`src/rtl/intc_event_pkg.sv`:
```
// constants, types and helpers of the interrupt and event transfer unit
package intc_event_pkg;
  localparam int NODES = 16;
  localparam int CHANS = 8;
  localparam int EXTS = 4;
  localparam int PRIO_W = 4;
  localparam int CNT_W = 8;
  localparam int PTR_W = 24;
  localparam int RESP_TYPICAL_CYC = 8;
  // register map, byte addresses
  localparam logic [3:0] NODE_PAGE = 4'h0;
  localparam logic [3:0] CHAN_PAGE = 4'h1;
  localparam logic [3:0] MISC_PAGE = 4'h2;
  localparam logic [11:0] NODE_BASE = 12'h000;
  localparam logic [11:0] CHAN_BASE = 12'h100;
  localparam logic [1:0] CH_SRC_W = 2'h0;
  localparam logic [1:0] CH_DST_W = 2'h1;
  localparam logic [1:0] CH_CTL_W = 2'h2;
  localparam logic [11:0] VEC_BASE_OFS = 12'h200;
  localparam logic [11:0] EDGE_OFS = 12'h204;
  localparam logic [11:0] STAT_OFS = 12'h208;
  localparam logic [11:0] MASK_OFS = 12'h20C;
  localparam logic [11:0] STATE_OFS = 12'h210;
  // node control fields
  localparam int PRIO_LSB = 0;
  localparam int EN_BIT = 4;
  localparam int REQ_BIT = 5;
  localparam int ROUTE_BIT = 6;
  localparam int CHSEL_LSB = 7;
  // channel control fields
  localparam int CNT_LSB = 0;
  localparam int CONT_BIT = 8;
  localparam int WORD_BIT = 9;
  localparam int INCS_BIT = 10;
  localparam int INCD_BIT = 11;
  // vectors
  localparam logic [7:0] TRAP_BASE = 8'h10;
  localparam logic [PTR_W-1:0] VEC_BASE_RST = 24'h000000;
  localparam logic [7:0] EDGE_RST = 8'h00;
  localparam logic [PTR_W-1:0] STEP_BYTE = 24'h000001;
  localparam logic [PTR_W-1:0] STEP_WORD = 24'h000002;

  typedef enum logic [1:0] {
    ST_IDLE = 2'b00,
    ST_STD = 2'b01,
    ST_XFER = 2'b10
  } state_t;

  typedef struct packed {
    logic [2:0] chSel;
    logic route;
    logic req;
    logic en;
    logic [PRIO_W-1:0] prio;
  } nodeCtl_t;

  typedef struct packed {
    logic incDst;
    logic incSrc;
    logic word;
    logic cont;
    logic [CNT_W-1:0] count;
  } chanCtl_t;

  typedef struct packed {
    logic valid;
    logic word;
    logic [PTR_W-1:0] src;
    logic [PTR_W-1:0] dst;
  } xfer_t;

  function automatic logic [31:0] applySel(input logic [31:0] old,
      input logic [31:0] wd, input logic [3:0] sel);
    logic [31:0] m;
    m = {{8{sel[3]}}, {8{sel[2]}}, {8{sel[1]}}, {8{sel[0]}}};
    return (old & ~m) | (wd & m);
  endfunction : applySel
endpackage : intc_event_pkg

```
`src/rtl/interrupt_event_unit.sv`:
```
// interrupt controller with eight channel event transfer controller
//
// Contract
// - each node is routed by software to a vectored interrupt or to the event_transfer_controller.
// - a routed request steals one cycle for a transfer with no vector branch.
// - a transfer moves a byte or word and steps source, destination or both as set per channel.
// - each channel counter drops by one per transfer, except in continuous mode.
// - a channel counter at zero turns the next request into a standard interrupt; in continuous mode the code still transfers at count zero.
// - the event_transfer_controller has eight channels, each with pointers, counter and mode.
// - each node has a control register with node_request_flag, enable and priority.
// - the priority field picks one of sixteen levels for arbitration.
// - only a request of strictly higher priority than the running service is taken; the code takes a pending trap request at any priority.
// - each node has its own vector location for standard service.
// - fast external inputs detect rising, falling or both edges as programmed.
// - a trap request with a number enters the service routine of that number.
// - software setting a node_request_flag raises a request on that node.
// - the response to a request aims at about eight clock cycles.
//
// Decided for this implementation: the Wishbone interface to the registers and the address map.
module interrupt_event_unit
  import intc_event_pkg::*;
(
  input wire logic core_clk,
  input wire logic rst,
  input wire logic cyc_i,
  input wire logic stb_i,
  input wire logic we_i,
  input wire logic [11:0] adr_i,
  input wire logic [3:0] sel_i,
  input wire logic [31:0] dat_i,
  output logic [31:0] dat_o,
  output logic ack_o,
  input wire logic [NODES-1:0] periphReq,
  input wire logic [EXTS-1:0] extPin,
  input wire logic trapReq,
  input wire logic [7:0] trapNum,
  input wire logic [PRIO_W-1:0] cpuPrio,
  input wire logic cpuAck,
  output logic cpuIrq,
  output logic [PTR_W-1:0] cpuVector,
  output logic [PRIO_W-1:0] cpuIrqPrio,
  output xfer_t xferOut,
  output logic irq
);

  state_t state_q;
  nodeCtl_t node_q [NODES];
  chanCtl_t chCtl_q [CHANS];
  logic [PTR_W-1:0] chSrc_q [CHANS];
  logic [PTR_W-1:0] chDst_q [CHANS];
  logic [PTR_W-1:0] vecBase_q;
  logic [7:0] edgeCfg_q;
  logic [CHANS-1:0] stat_q;
  logic [CHANS-1:0] mask_q;
  logic [31:0] datO_q;
  logic [31:0] datO_d;
  logic ack_q;
  logic irq_q;
  logic cpuIrq_q;
  logic [PTR_W-1:0] cpuVector_q;
  logic [PRIO_W-1:0] cpuIrqPrio_q;
  xfer_t xfer_q;
  logic [3:0] curNode_q;
  logic trapSvc_q;
  logic trapPend_q;
  logic [7:0] trapNum_q;
  logic [2:0] xCh_q;
  logic [EXTS-1:0] s1_q;
  logic [EXTS-1:0] s2_q;
  logic [EXTS-1:0] s3_q;
  logic [EXTS-1:0] lvl_q;
  logic [EXTS-1:0] extEv;
  logic [NODES-1:0] hwSet;
  logic [NODES-1:0] clrReq;
  logic [CHANS-1:0] zeroEv;
  logic wbAcc;
  logic wbWr;
  logic [9:0] nodeWr;
  logic bestValid;
  logic [3:0] bestIdx;
  logic [PRIO_W-1:0] bestPrio;
  logic win;
  logic [2:0] selCh;
  logic [CNT_W-1:0] selCnt;
  logic selCont;
  logic goXfer;
  logic issueX;
  logic issueStd;
  logic [7:0] nodeTrap;

  assign dat_o = datO_q;
  assign ack_o = ack_q;
  assign cpuIrq = cpuIrq_q;
  assign cpuVector = cpuVector_q;
  assign cpuIrqPrio = cpuIrqPrio_q;
  assign xferOut = xfer_q;
  assign irq = irq_q;

  // wishbone slave, one wait state, unmapped reads give zero, except channel page reads with address bit 7 set, which alias channels 0 to 7
  assign wbAcc = cyc_i && stb_i && !ack_q;
  assign wbWr = wbAcc && we_i;

  always_ff @(posedge core_clk) begin
    if (rst) begin
      ack_q <= 1'b0;
      datO_q <= 32'h00000000;
    end else begin
      ack_q <= wbAcc;
      datO_q <= datO_d;
    end
  end

  always_comb begin
    datO_d = 32'h00000000;
    nodeWr = 10'(applySel({22'h000000, node_q[adr_i[5:2]]}, dat_i,
                          sel_i));
    case (adr_i[11:8])
      NODE_PAGE: if (adr_i[7:6] == 2'b00) begin
        datO_d = {22'h000000, node_q[adr_i[5:2]]};
      end
      CHAN_PAGE: begin
        case (adr_i[3:2])
          CH_SRC_W: datO_d = {8'h00, chSrc_q[adr_i[6:4]]};
          CH_DST_W: datO_d = {8'h00, chDst_q[adr_i[6:4]]};
          CH_CTL_W: datO_d = {20'h00000, chCtl_q[adr_i[6:4]]};
          default: datO_d = 32'h00000000;
        endcase
      end
      MISC_PAGE: begin
        case (adr_i)
          VEC_BASE_OFS: datO_d = {8'h00, vecBase_q};
          EDGE_OFS: datO_d = {24'h000000, edgeCfg_q};
          STAT_OFS: datO_d = {24'h000000, stat_q};
          MASK_OFS: datO_d = {24'h000000, mask_q};
          STATE_OFS: datO_d = {22'h000000, trapSvc_q, cpuIrq_q,
                               curNode_q, 2'(state_q), 2'b00};
          default: datO_d = 32'h00000000;
        endcase
      end
      default: datO_d = 32'h00000000;
    endcase
  end

  // misc control registers
  always_ff @(posedge core_clk) begin
    if (rst) begin
      vecBase_q <= VEC_BASE_RST;
      edgeCfg_q <= EDGE_RST;
      mask_q <= '0;
    end else if (wbWr) begin
      if (adr_i == VEC_BASE_OFS) begin
        vecBase_q <= 24'(applySel({8'h00, vecBase_q}, dat_i, sel_i));
      end
      if (adr_i == EDGE_OFS && sel_i[0]) begin
        edgeCfg_q <= dat_i[7:0];
      end
      if (adr_i == MASK_OFS && sel_i[0]) begin
        mask_q <= dat_i[7:0];
      end
    end
  end

  // sticky channel-done status, write one to clear, set wins
  always_ff @(posedge core_clk) begin
    if (rst) begin
      stat_q <= '0;
      irq_q <= 1'b0;
    end else begin
      stat_q <= (stat_q & ~((wbWr && adr_i == STAT_OFS && sel_i[0]) ?
                dat_i[7:0] : 8'h00)) | zeroEv;
      irq_q <= |(stat_q & mask_q);
    end
  end

  // fast external inputs: three flops, edge select per pin
  genvar gk;
  for (gk = 0; gk < EXTS; gk++) begin : g_ext
    always_ff @(posedge core_clk) begin
      if (rst) begin
        s1_q[gk] <= 1'b0;
        s2_q[gk] <= 1'b0;
        s3_q[gk] <= 1'b0;
        lvl_q[gk] <= 1'b0;
      end else begin
        s1_q[gk] <= extPin[gk];
        s2_q[gk] <= s1_q[gk];
        s3_q[gk] <= s2_q[gk];
        if (s2_q[gk] == s3_q[gk]) begin
          lvl_q[gk] <= s3_q[gk];
        end
      end
    end
    assign extEv[gk] = (s2_q[gk] == s3_q[gk]) && (s3_q[gk] != lvl_q[gk])
        && (s3_q[gk] ? edgeCfg_q[2*gk] : edgeCfg_q[2*gk+1]);
  end

  assign hwSet = periphReq | {{(NODES-EXTS){1'b0}}, extEv};

  // node control registers
  genvar gi;
  for (gi = 0; gi < NODES; gi++) begin : g_node
    assign clrReq[gi] = 4'(gi) == curNode_q &&
        ((state_q == ST_STD && cpuAck && !trapSvc_q) ||
         state_q == ST_XFER);
    always_ff @(posedge core_clk) begin
      if (rst) begin
        node_q[gi] <= '0;
      end else begin
        if (wbWr && adr_i[11:6] == NODE_BASE[11:6] &&
            adr_i[5:2] == 4'(gi)) begin
          node_q[gi] <= nodeCtl_t'(nodeWr);
        end
        if (clrReq[gi]) begin
          node_q[gi].req <= 1'b0;
        end
        if (hwSet[gi]) begin
          node_q[gi].req <= 1'b1;
        end
      end
    end
  end

  // arbitration over enabled pending nodes
  always_comb begin
    bestValid = 1'b0;
    bestIdx = 4'h0;
    bestPrio = 4'h0;
    for (int i = 0; i < NODES; i++) begin
      if (node_q[i].en && node_q[i].req &&
          (!bestValid || node_q[i].prio > bestPrio)) begin
        bestValid = 1'b1;
        bestIdx = 4'(i);
        bestPrio = node_q[i].prio;
      end
    end
  end

  assign win = bestValid && bestPrio > cpuPrio && !trapPend_q;
  assign selCh = node_q[bestIdx].chSel;
  assign selCnt = chCtl_q[selCh].count;
  assign selCont = chCtl_q[selCh].cont;
  assign goXfer = node_q[bestIdx].route && (selCont || selCnt != 8'h00);
  assign issueX = state_q == ST_IDLE && win && goXfer;
  assign issueStd = state_q == ST_IDLE && win && !goXfer;
  assign nodeTrap = TRAP_BASE + 8'(bestIdx);

  // channel registers
  genvar gc;
  for (gc = 0; gc < CHANS; gc++) begin : g_chan
    logic chHit;
    logic chRun;
    assign chHit = wbWr && adr_i[11:8] == CHAN_PAGE && adr_i[7] == 1'b0
                   && adr_i[6:4] == 3'(gc);
    assign chRun = state_q == ST_XFER && xCh_q == 3'(gc);
    assign zeroEv[gc] = chRun && !chCtl_q[gc].cont &&
                        chCtl_q[gc].count == 8'h01;
    always_ff @(posedge core_clk) begin
      if (rst) begin
        chSrc_q[gc] <= '0;
        chDst_q[gc] <= '0;
        chCtl_q[gc] <= '0;
      end else if (chRun) begin
        if (chCtl_q[gc].incSrc) begin
          chSrc_q[gc] <= chSrc_q[gc] +
              (chCtl_q[gc].word ? STEP_WORD : STEP_BYTE);
        end
        if (chCtl_q[gc].incDst) begin
          chDst_q[gc] <= chDst_q[gc] +
              (chCtl_q[gc].word ? STEP_WORD : STEP_BYTE);
        end
        if (!chCtl_q[gc].cont) begin
          chCtl_q[gc].count <= chCtl_q[gc].count - 8'h01;
        end
      end else if (chHit) begin
        case (adr_i[3:2])
          CH_SRC_W: chSrc_q[gc] <=
              24'(applySel({8'h00, chSrc_q[gc]}, dat_i, sel_i));
          CH_DST_W: chDst_q[gc] <=
              24'(applySel({8'h00, chDst_q[gc]}, dat_i, sel_i));
          CH_CTL_W: chCtl_q[gc] <= chanCtl_t'(12'(applySel(
              {20'h00000, chCtl_q[gc]}, dat_i, sel_i)));
          default: chSrc_q[gc] <= chSrc_q[gc];
        endcase
      end
    end
  end

  // trap requests wait until the controller is idle
  always_ff @(posedge core_clk) begin
    if (rst) begin
      trapPend_q <= 1'b0;
      trapNum_q <= 8'h00;
    end else if (trapReq && !trapPend_q) begin
      trapPend_q <= 1'b1;
      trapNum_q <= trapNum;
    end else if (state_q == ST_STD && trapSvc_q && cpuAck) begin
      trapPend_q <= 1'b0;
    end
  end

  // service sequencer
  always_ff @(posedge core_clk) begin
    if (rst) begin
      state_q <= ST_IDLE;
      cpuIrq_q <= 1'b0;
      cpuVector_q <= '0;
      cpuIrqPrio_q <= '0;
      xfer_q <= '0;
      curNode_q <= 4'h0;
      trapSvc_q <= 1'b0;
      xCh_q <= 3'h0;
    end else begin
      xfer_q.valid <= 1'b0;
      case (state_q)
        ST_IDLE: begin
          if (trapPend_q) begin
            state_q <= ST_STD;
            cpuIrq_q <= 1'b1;
            trapSvc_q <= 1'b1;
            cpuIrqPrio_q <= cpuPrio;
            cpuVector_q <= vecBase_q + {14'h0000, trapNum_q, 2'b00};
          end else if (issueX) begin
            state_q <= ST_XFER;
            curNode_q <= bestIdx;
            xCh_q <= selCh;
            xfer_q.valid <= 1'b1;
            xfer_q.word <= chCtl_q[selCh].word;
            xfer_q.src <= chSrc_q[selCh];
            xfer_q.dst <= chDst_q[selCh];
          end else if (issueStd) begin
            state_q <= ST_STD;
            curNode_q <= bestIdx;
            cpuIrq_q <= 1'b1;
            trapSvc_q <= 1'b0;
            cpuIrqPrio_q <= bestPrio;
            cpuVector_q <= vecBase_q + {14'h0000, nodeTrap, 2'b00};
          end
        end
        ST_STD: begin
          if (cpuAck) begin
            state_q <= ST_IDLE;
            cpuIrq_q <= 1'b0;
            trapSvc_q <= 1'b0;
          end
        end
        ST_XFER: state_q <= ST_IDLE;
        default: state_q <= ST_IDLE;
      endcase
    end
  end
endmodule : interrupt_event_unit

```
`config.mk`:
```
export PLATFORM = sky130hd
export DESIGN_NAME = interrupt_event_unit
export DESIGN_NICKNAME = d
export VERILOG_FILES = /design/src/rtl/intc_event_pkg.sv /design/src/rtl/interrupt_event_unit.sv
export SDC_FILE = /design/constraint.sdc
export NUM_CORES = 2
export LEC_CHECK = 0
export BUFFER_PORTS_ARGS = -buffer_cell sky130_fd_sc_hd__buf_2
export CAP_MARGIN = 20
export CORE_MARGIN = 3
export CORE_UTILIZATION = 50
export CTS_BUF_LIST = sky130_fd_sc_hd__clkbuf_8
export DETAILED_ROUTE_END_ITERATION = 6
export PLACE_DENSITY = 0.73
export REMOVE_ABC_BUFFERS = 1
export SLEW_MARGIN = 20
export SYNTH_ARGS = -nofsm -noshare
export SYNTH_HDL_FRONTEND = slang
export SYNTH_SLANG_ARGS = --single-unit
```
`constraint.sdc`:
```
create_clock -name core_clk -period 51.5 [get_ports core_clk]
set_input_delay 10.3 -clock core_clk [delete_from_list [all_inputs] [get_ports core_clk]]
set_output_delay 10.3 -clock core_clk [all_outputs]
set_load 0.05 [all_outputs]
```
* Word-level counts from Yosys, hierarchy flattened
Memory sizes are Yosys's and may differ from the RTL's.
Cells that the tools add are included.
W data, S select, Z words.
** Cells by class
- Bitwise gates (word level) :: 174
- Reductions and logical operators :: 193
- $lt $le $gt $ge :: 16
- Eq/ne operators :: 76
- Add/subtract/negate cells :: 27
- Mux-type cells :: 575
** Operators by type and width (number)
- $mux W24 :: 43
- $mux W1 :: 436
- $and A24 B24 Y24 :: 18
- $or A24 B24 Y24 :: 17
- $add A24 B2 Y24 :: 8
- $add A24 B24 Y24 :: 8
- $mux W4 :: 43
- $mux W10 :: 17
- $mux W8 :: 17
- $logic_and A1 B1 Y1 :: 124
- $pmux W24 S5 :: 1
- $or A1 B1 Y1 :: 112
- $and A12 B12 Y12 :: 8
- $or A12 B12 Y12 :: 8
- $pmux W32 S3 :: 1
- $pmux W24 S3 :: 1
- $eq A8 B1 Y1 const B :: 8
- $gt A4 B4 Y1 :: 16
- $sub A8 B1 Y8 const B :: 8
- $eq A12 B10 Y1 const B :: 5
- $mux W50 :: 1
- $eq A4 B4 Y1 const A :: 8
- $eq A4 B4 Y1 const B :: 8
- $logic_not A1 Y1 :: 27
- other kinds (42) :: 118
** Storage, ports and cells
- Memories kept :: 4
- Output and inout port bits :: 113
- Register bits after elaboration :: 196
- Logic and storage cells :: 1101
- RAM bits :: 640
** Memories
- chDst_q :: words 8, bits a word 24, read ports 10, clocked after memory_dff 0, write ports 8, RTL line interrupt_event_unit.sv:50 : logic [PTR_W-1:0] chDst_q [CHANS];
- chSrc_q :: words 8, bits a word 24, read ports 10, clocked after memory_dff 0, write ports 8, RTL line interrupt_event_unit.sv:49 : logic [PTR_W-1:0] chSrc_q [CHANS];
- node_q :: words 16, bits a word 10, read ports 18, clocked after memory_dff 0, write ports 16, RTL line interrupt_event_unit.sv:47 : nodeCtl_t node_q [NODES];
- chCtl_q :: words 8, bits a word 12, read ports 10, clocked after memory_dff 0, write ports 8, RTL line interrupt_event_unit.sv:48 : chanCtl_t chCtl_q [CHANS];

* Logic depth before layout (Yosys ltp)
An unclocked memory read counts as a cell.
- Word-level depth :: 74
- Depth in mapped cells :: 147

* Worst setup path before layout
Ideal clock, no wire load.
- Kind :: register -> register
- From :: memory node_q[0][4] (netlist name)
- To :: register cpuVector_q[23] (netlist: cpuVector[23])
- Setup time :: 0.134 ns
- Path buffers :: 4
- Arrival :: 25.284 ns
- Slack :: 26.082 ns
- Stages on the path, launching flop included :: 136
- Cells stage by stage :: edfxtp_1 and3_1 ha_1 nand4_1 o21bai_1 a21oi_1 mux2i_1 inv_1 ha_1 nor2b_1 o211ai_1 a31oi_2 mux2_2 inv_1 ha_1 nor2b_1 o211ai_1 a21oi_1 [... 100 more ...] nand2_1 mux2_2 ha_1 a21o_1 a21o_1 a21oi_1 o21bai_1 a21oi_1 nor2b_1 o21a_1 and3_1 and3_1 nand3_1 nor2_1 and3_1 nand3_1 xor2_1 a211oi_2
** RTL lines
- start: declaration :: RTL line interrupt_event_unit.sv:47
- end signal: assignment :: RTL line interrupt_event_unit.sv:321 : cpuVector_q <= vecBase_q + {14'h0000, trapNum_q, 2'b00};
- end signal: assignment :: RTL line interrupt_event_unit.sv:336 : cpuVector_q <= vecBase_q + {14'h0000, nodeTrap, 2'b00};
- end: declaration :: RTL line interrupt_event_unit.sv:60 : logic [PTR_W-1:0] cpuVector_q;

==> run summary <==
die height - 333 µm
RSZ-0062 raised after global routing - false
vias in the first global route - 45.2k
total gr overflow - 0
Crit Path Max Fanout - 25
final wirelength - 192000 µm
critical path arrival - 31.32 ns
mux share of post-synthesis cell area - 0.126
CP Class - flop to flop
slowest stage delay, CP - 0.78 ns
Rows - 119
first-pass GRT wire length - 283000 µm
Initial Util - 0.506
Buf/Inv on CP - 10
ys async rst share - 0
routed vias/inst - 6.83
die width - 333 µm
largest net degree at the start of global routing - 106
# nets final - 5578
Fin Setup TNS - 0 ns
Vias - 47.0k
VDD IR max - 0.0320 mV
Die Area - 0.111 mm²
status - finished with violations
simple-gate area share of the yosys netlist - 0.152
Adder-Cell Fraction of Synth Area - 0.0324
Worst Path Required - 52.18 ns
Worst path slowest cell - or2_1
Syn Inst Count - 5294
DRC - 2
Port-buffer cells - 182
final slew viol count - 0
post-route clock period utilization - 0.595
Hold Slack - 0.420 ns
CTS resizes - 0
Compound-Gate Fraction of Synth Area - 0.157
Synth Cell Area - 0.0534 mm²
XOR/XNOR share of the synthesized area - 0.0607
GRT Total Usage - 0.337
Period minus WS final - 30.64 ns
# setup viols final - 0
CTS buffer count - 152
layout cells sized above 1 - 0.141
Post-synth EDFFs - 640
Max clock buf depth - 3
library cells used by synthesis - 101
hold_buf cts - 0
hpwl dp - 140000 µm
failing checks - design-rule violations
main combinational cell family by area after synthesis - compound AO/OA/AOI/OAI gates
synth-to-layout area growth - 9.29%
worst slew pin tran - 1.28 ns
initial antenna violation count - 10
commonest non-fill, non-tap cell in the layout - edfxtp_1
wire per inst - 27.8 µm
core area - 0.106 mm²
max cap viols - 0
Syn. warnings - 0
most frequent cells in the layout - 640 x edfxtp_1, 563 x nand2_1, 517 x o22ai_1
Clock Root Buffer - clkbuf_8
endpoint class of the critical path - flop
postcts setup bufs - 0
Clk Latency, worst-skew pair - 0.87 ns
Max Fclk - 32.6 MHz
I/O pin count - 200
CTS sink count - 828
Crit path max-delay family - compound AO/OA/AOI/OAI gates
clock slew at reported path FFs - 0.06 ns
drt first pass iters - 7
most frequent CP cell - ha_1
Hold WC Path Type - flop to flop
FF+latch count, synth - 828
sequential area share after synthesis - 0.431
Syn Area/Cell - 10.1 µm²
CTS tree - yes
count of final hold-check violations - 0
PwrDens - 35.7 mW/mm²
Post-DRT Antenna Nets - 0
Top FF cell, synth - edfxtp_1
# H-tree levels - 4
Worst slew margin - 0.148
DRT iter0 DRCs - 7058
Layout Skew - 0.0525 ns
CP Launch Type - flop
gpl congestion - 1.00
Leak Pwr - 0.0206 µW
[cell type report]
type                    count  area [µm²]
fillers                  9194       47200
diodes                     11        27.5
inverters                 176         661
multi-input cells        3937       28400
clock buffers             168        2310
flip-flops and latches    828       23000
clock inverters           107         567
repair buffers            268        1650
well taps                1391        1740
[cells in the mapped netlist (47+ instances only)]
cell type / n / area share
o21a_1: 47 / 0.0066
inv_1: 172 / 0.012
nand2b_1: 63 / 0.0074
edfxtp_1: 640 / 0.36
nand2_1: 568 / 0.040
nor2b_1: 56 / 0.0066
dfxtp_1: 188 / 0.071
o21ai_0: 142 / 0.013
mux4_2: 193 / 0.081
a21oi_1: 207 / 0.019
mux2i_1: 198 / 0.037
clkbuf_1: 263 / 0.018
ha_1: 111 / 0.026
xnor2_1: 206 / 0.034
nand3_1: 188 / 0.018
and3_1: 147 / 0.017
o22ai_1: 517 / 0.061
a31oi_1: 73 / 0.0086
nor3_1: 58 / 0.0054
o31ai_1: 56 / 0.0079
nor2_1: 438 / 0.031
xor2_1: 164 / 0.027
[metrics by stage]
stage	power [µW]	setup WS (ns)	cell area [µm²]	util	std cells
finish	2080	20.86	58300	0.553	6886
global route	2140	18.72	58300	0.552	6882
CTS	2060	21.05	58300	0.552	6874
detailed placement	1450	21.13	55400	0.525	6599
global placement	1440	21.57	55300	0.524	6596
floorplan	1240	21.68	51900	-	4941
[routing by layer]
metal | vias to the layer above | routed length (µm) | global-route usage
met5 | - | 50 | 0
met4 | 8 | 11400 | 0.176
met1 | 23000 | 69800 | 0.434
met3 | 630 | 25600 | 0.0976
met2 | 3216 | 84900 | 0.516
li1 | 20200 | - | -
[kinds of logic after synthesis]
family / Yosys count
buf+inv: 536
mux: 425
fa+ha+maj: 128
flops: 828
other cells: 1
simple gates: 1729
xor+xnor: 370
compound gates: 1277
[path summary, 6_finish.rpt]
path	from	to	slack, ns	cells after the start
worst max-delay path	node_q[0][5]	xferOut[18]	20.86	125
worst min-delay path	s1_q[1]	s2_q[1]	0.42	1
worst max register to register	node_q[0][5]	xferOut[18]	20.86	125
worst min register to register	s1_q[1]	s2_q[1]	0.42	1
[power breakdown]
part           total [µW]  internal (µW)  switching (µW)
Sequential            805            757            47.5
Combinational         655            206             449
Clock                 621            319             302
Total                2080           1280             799
Power figures use the tool's default switching activity.
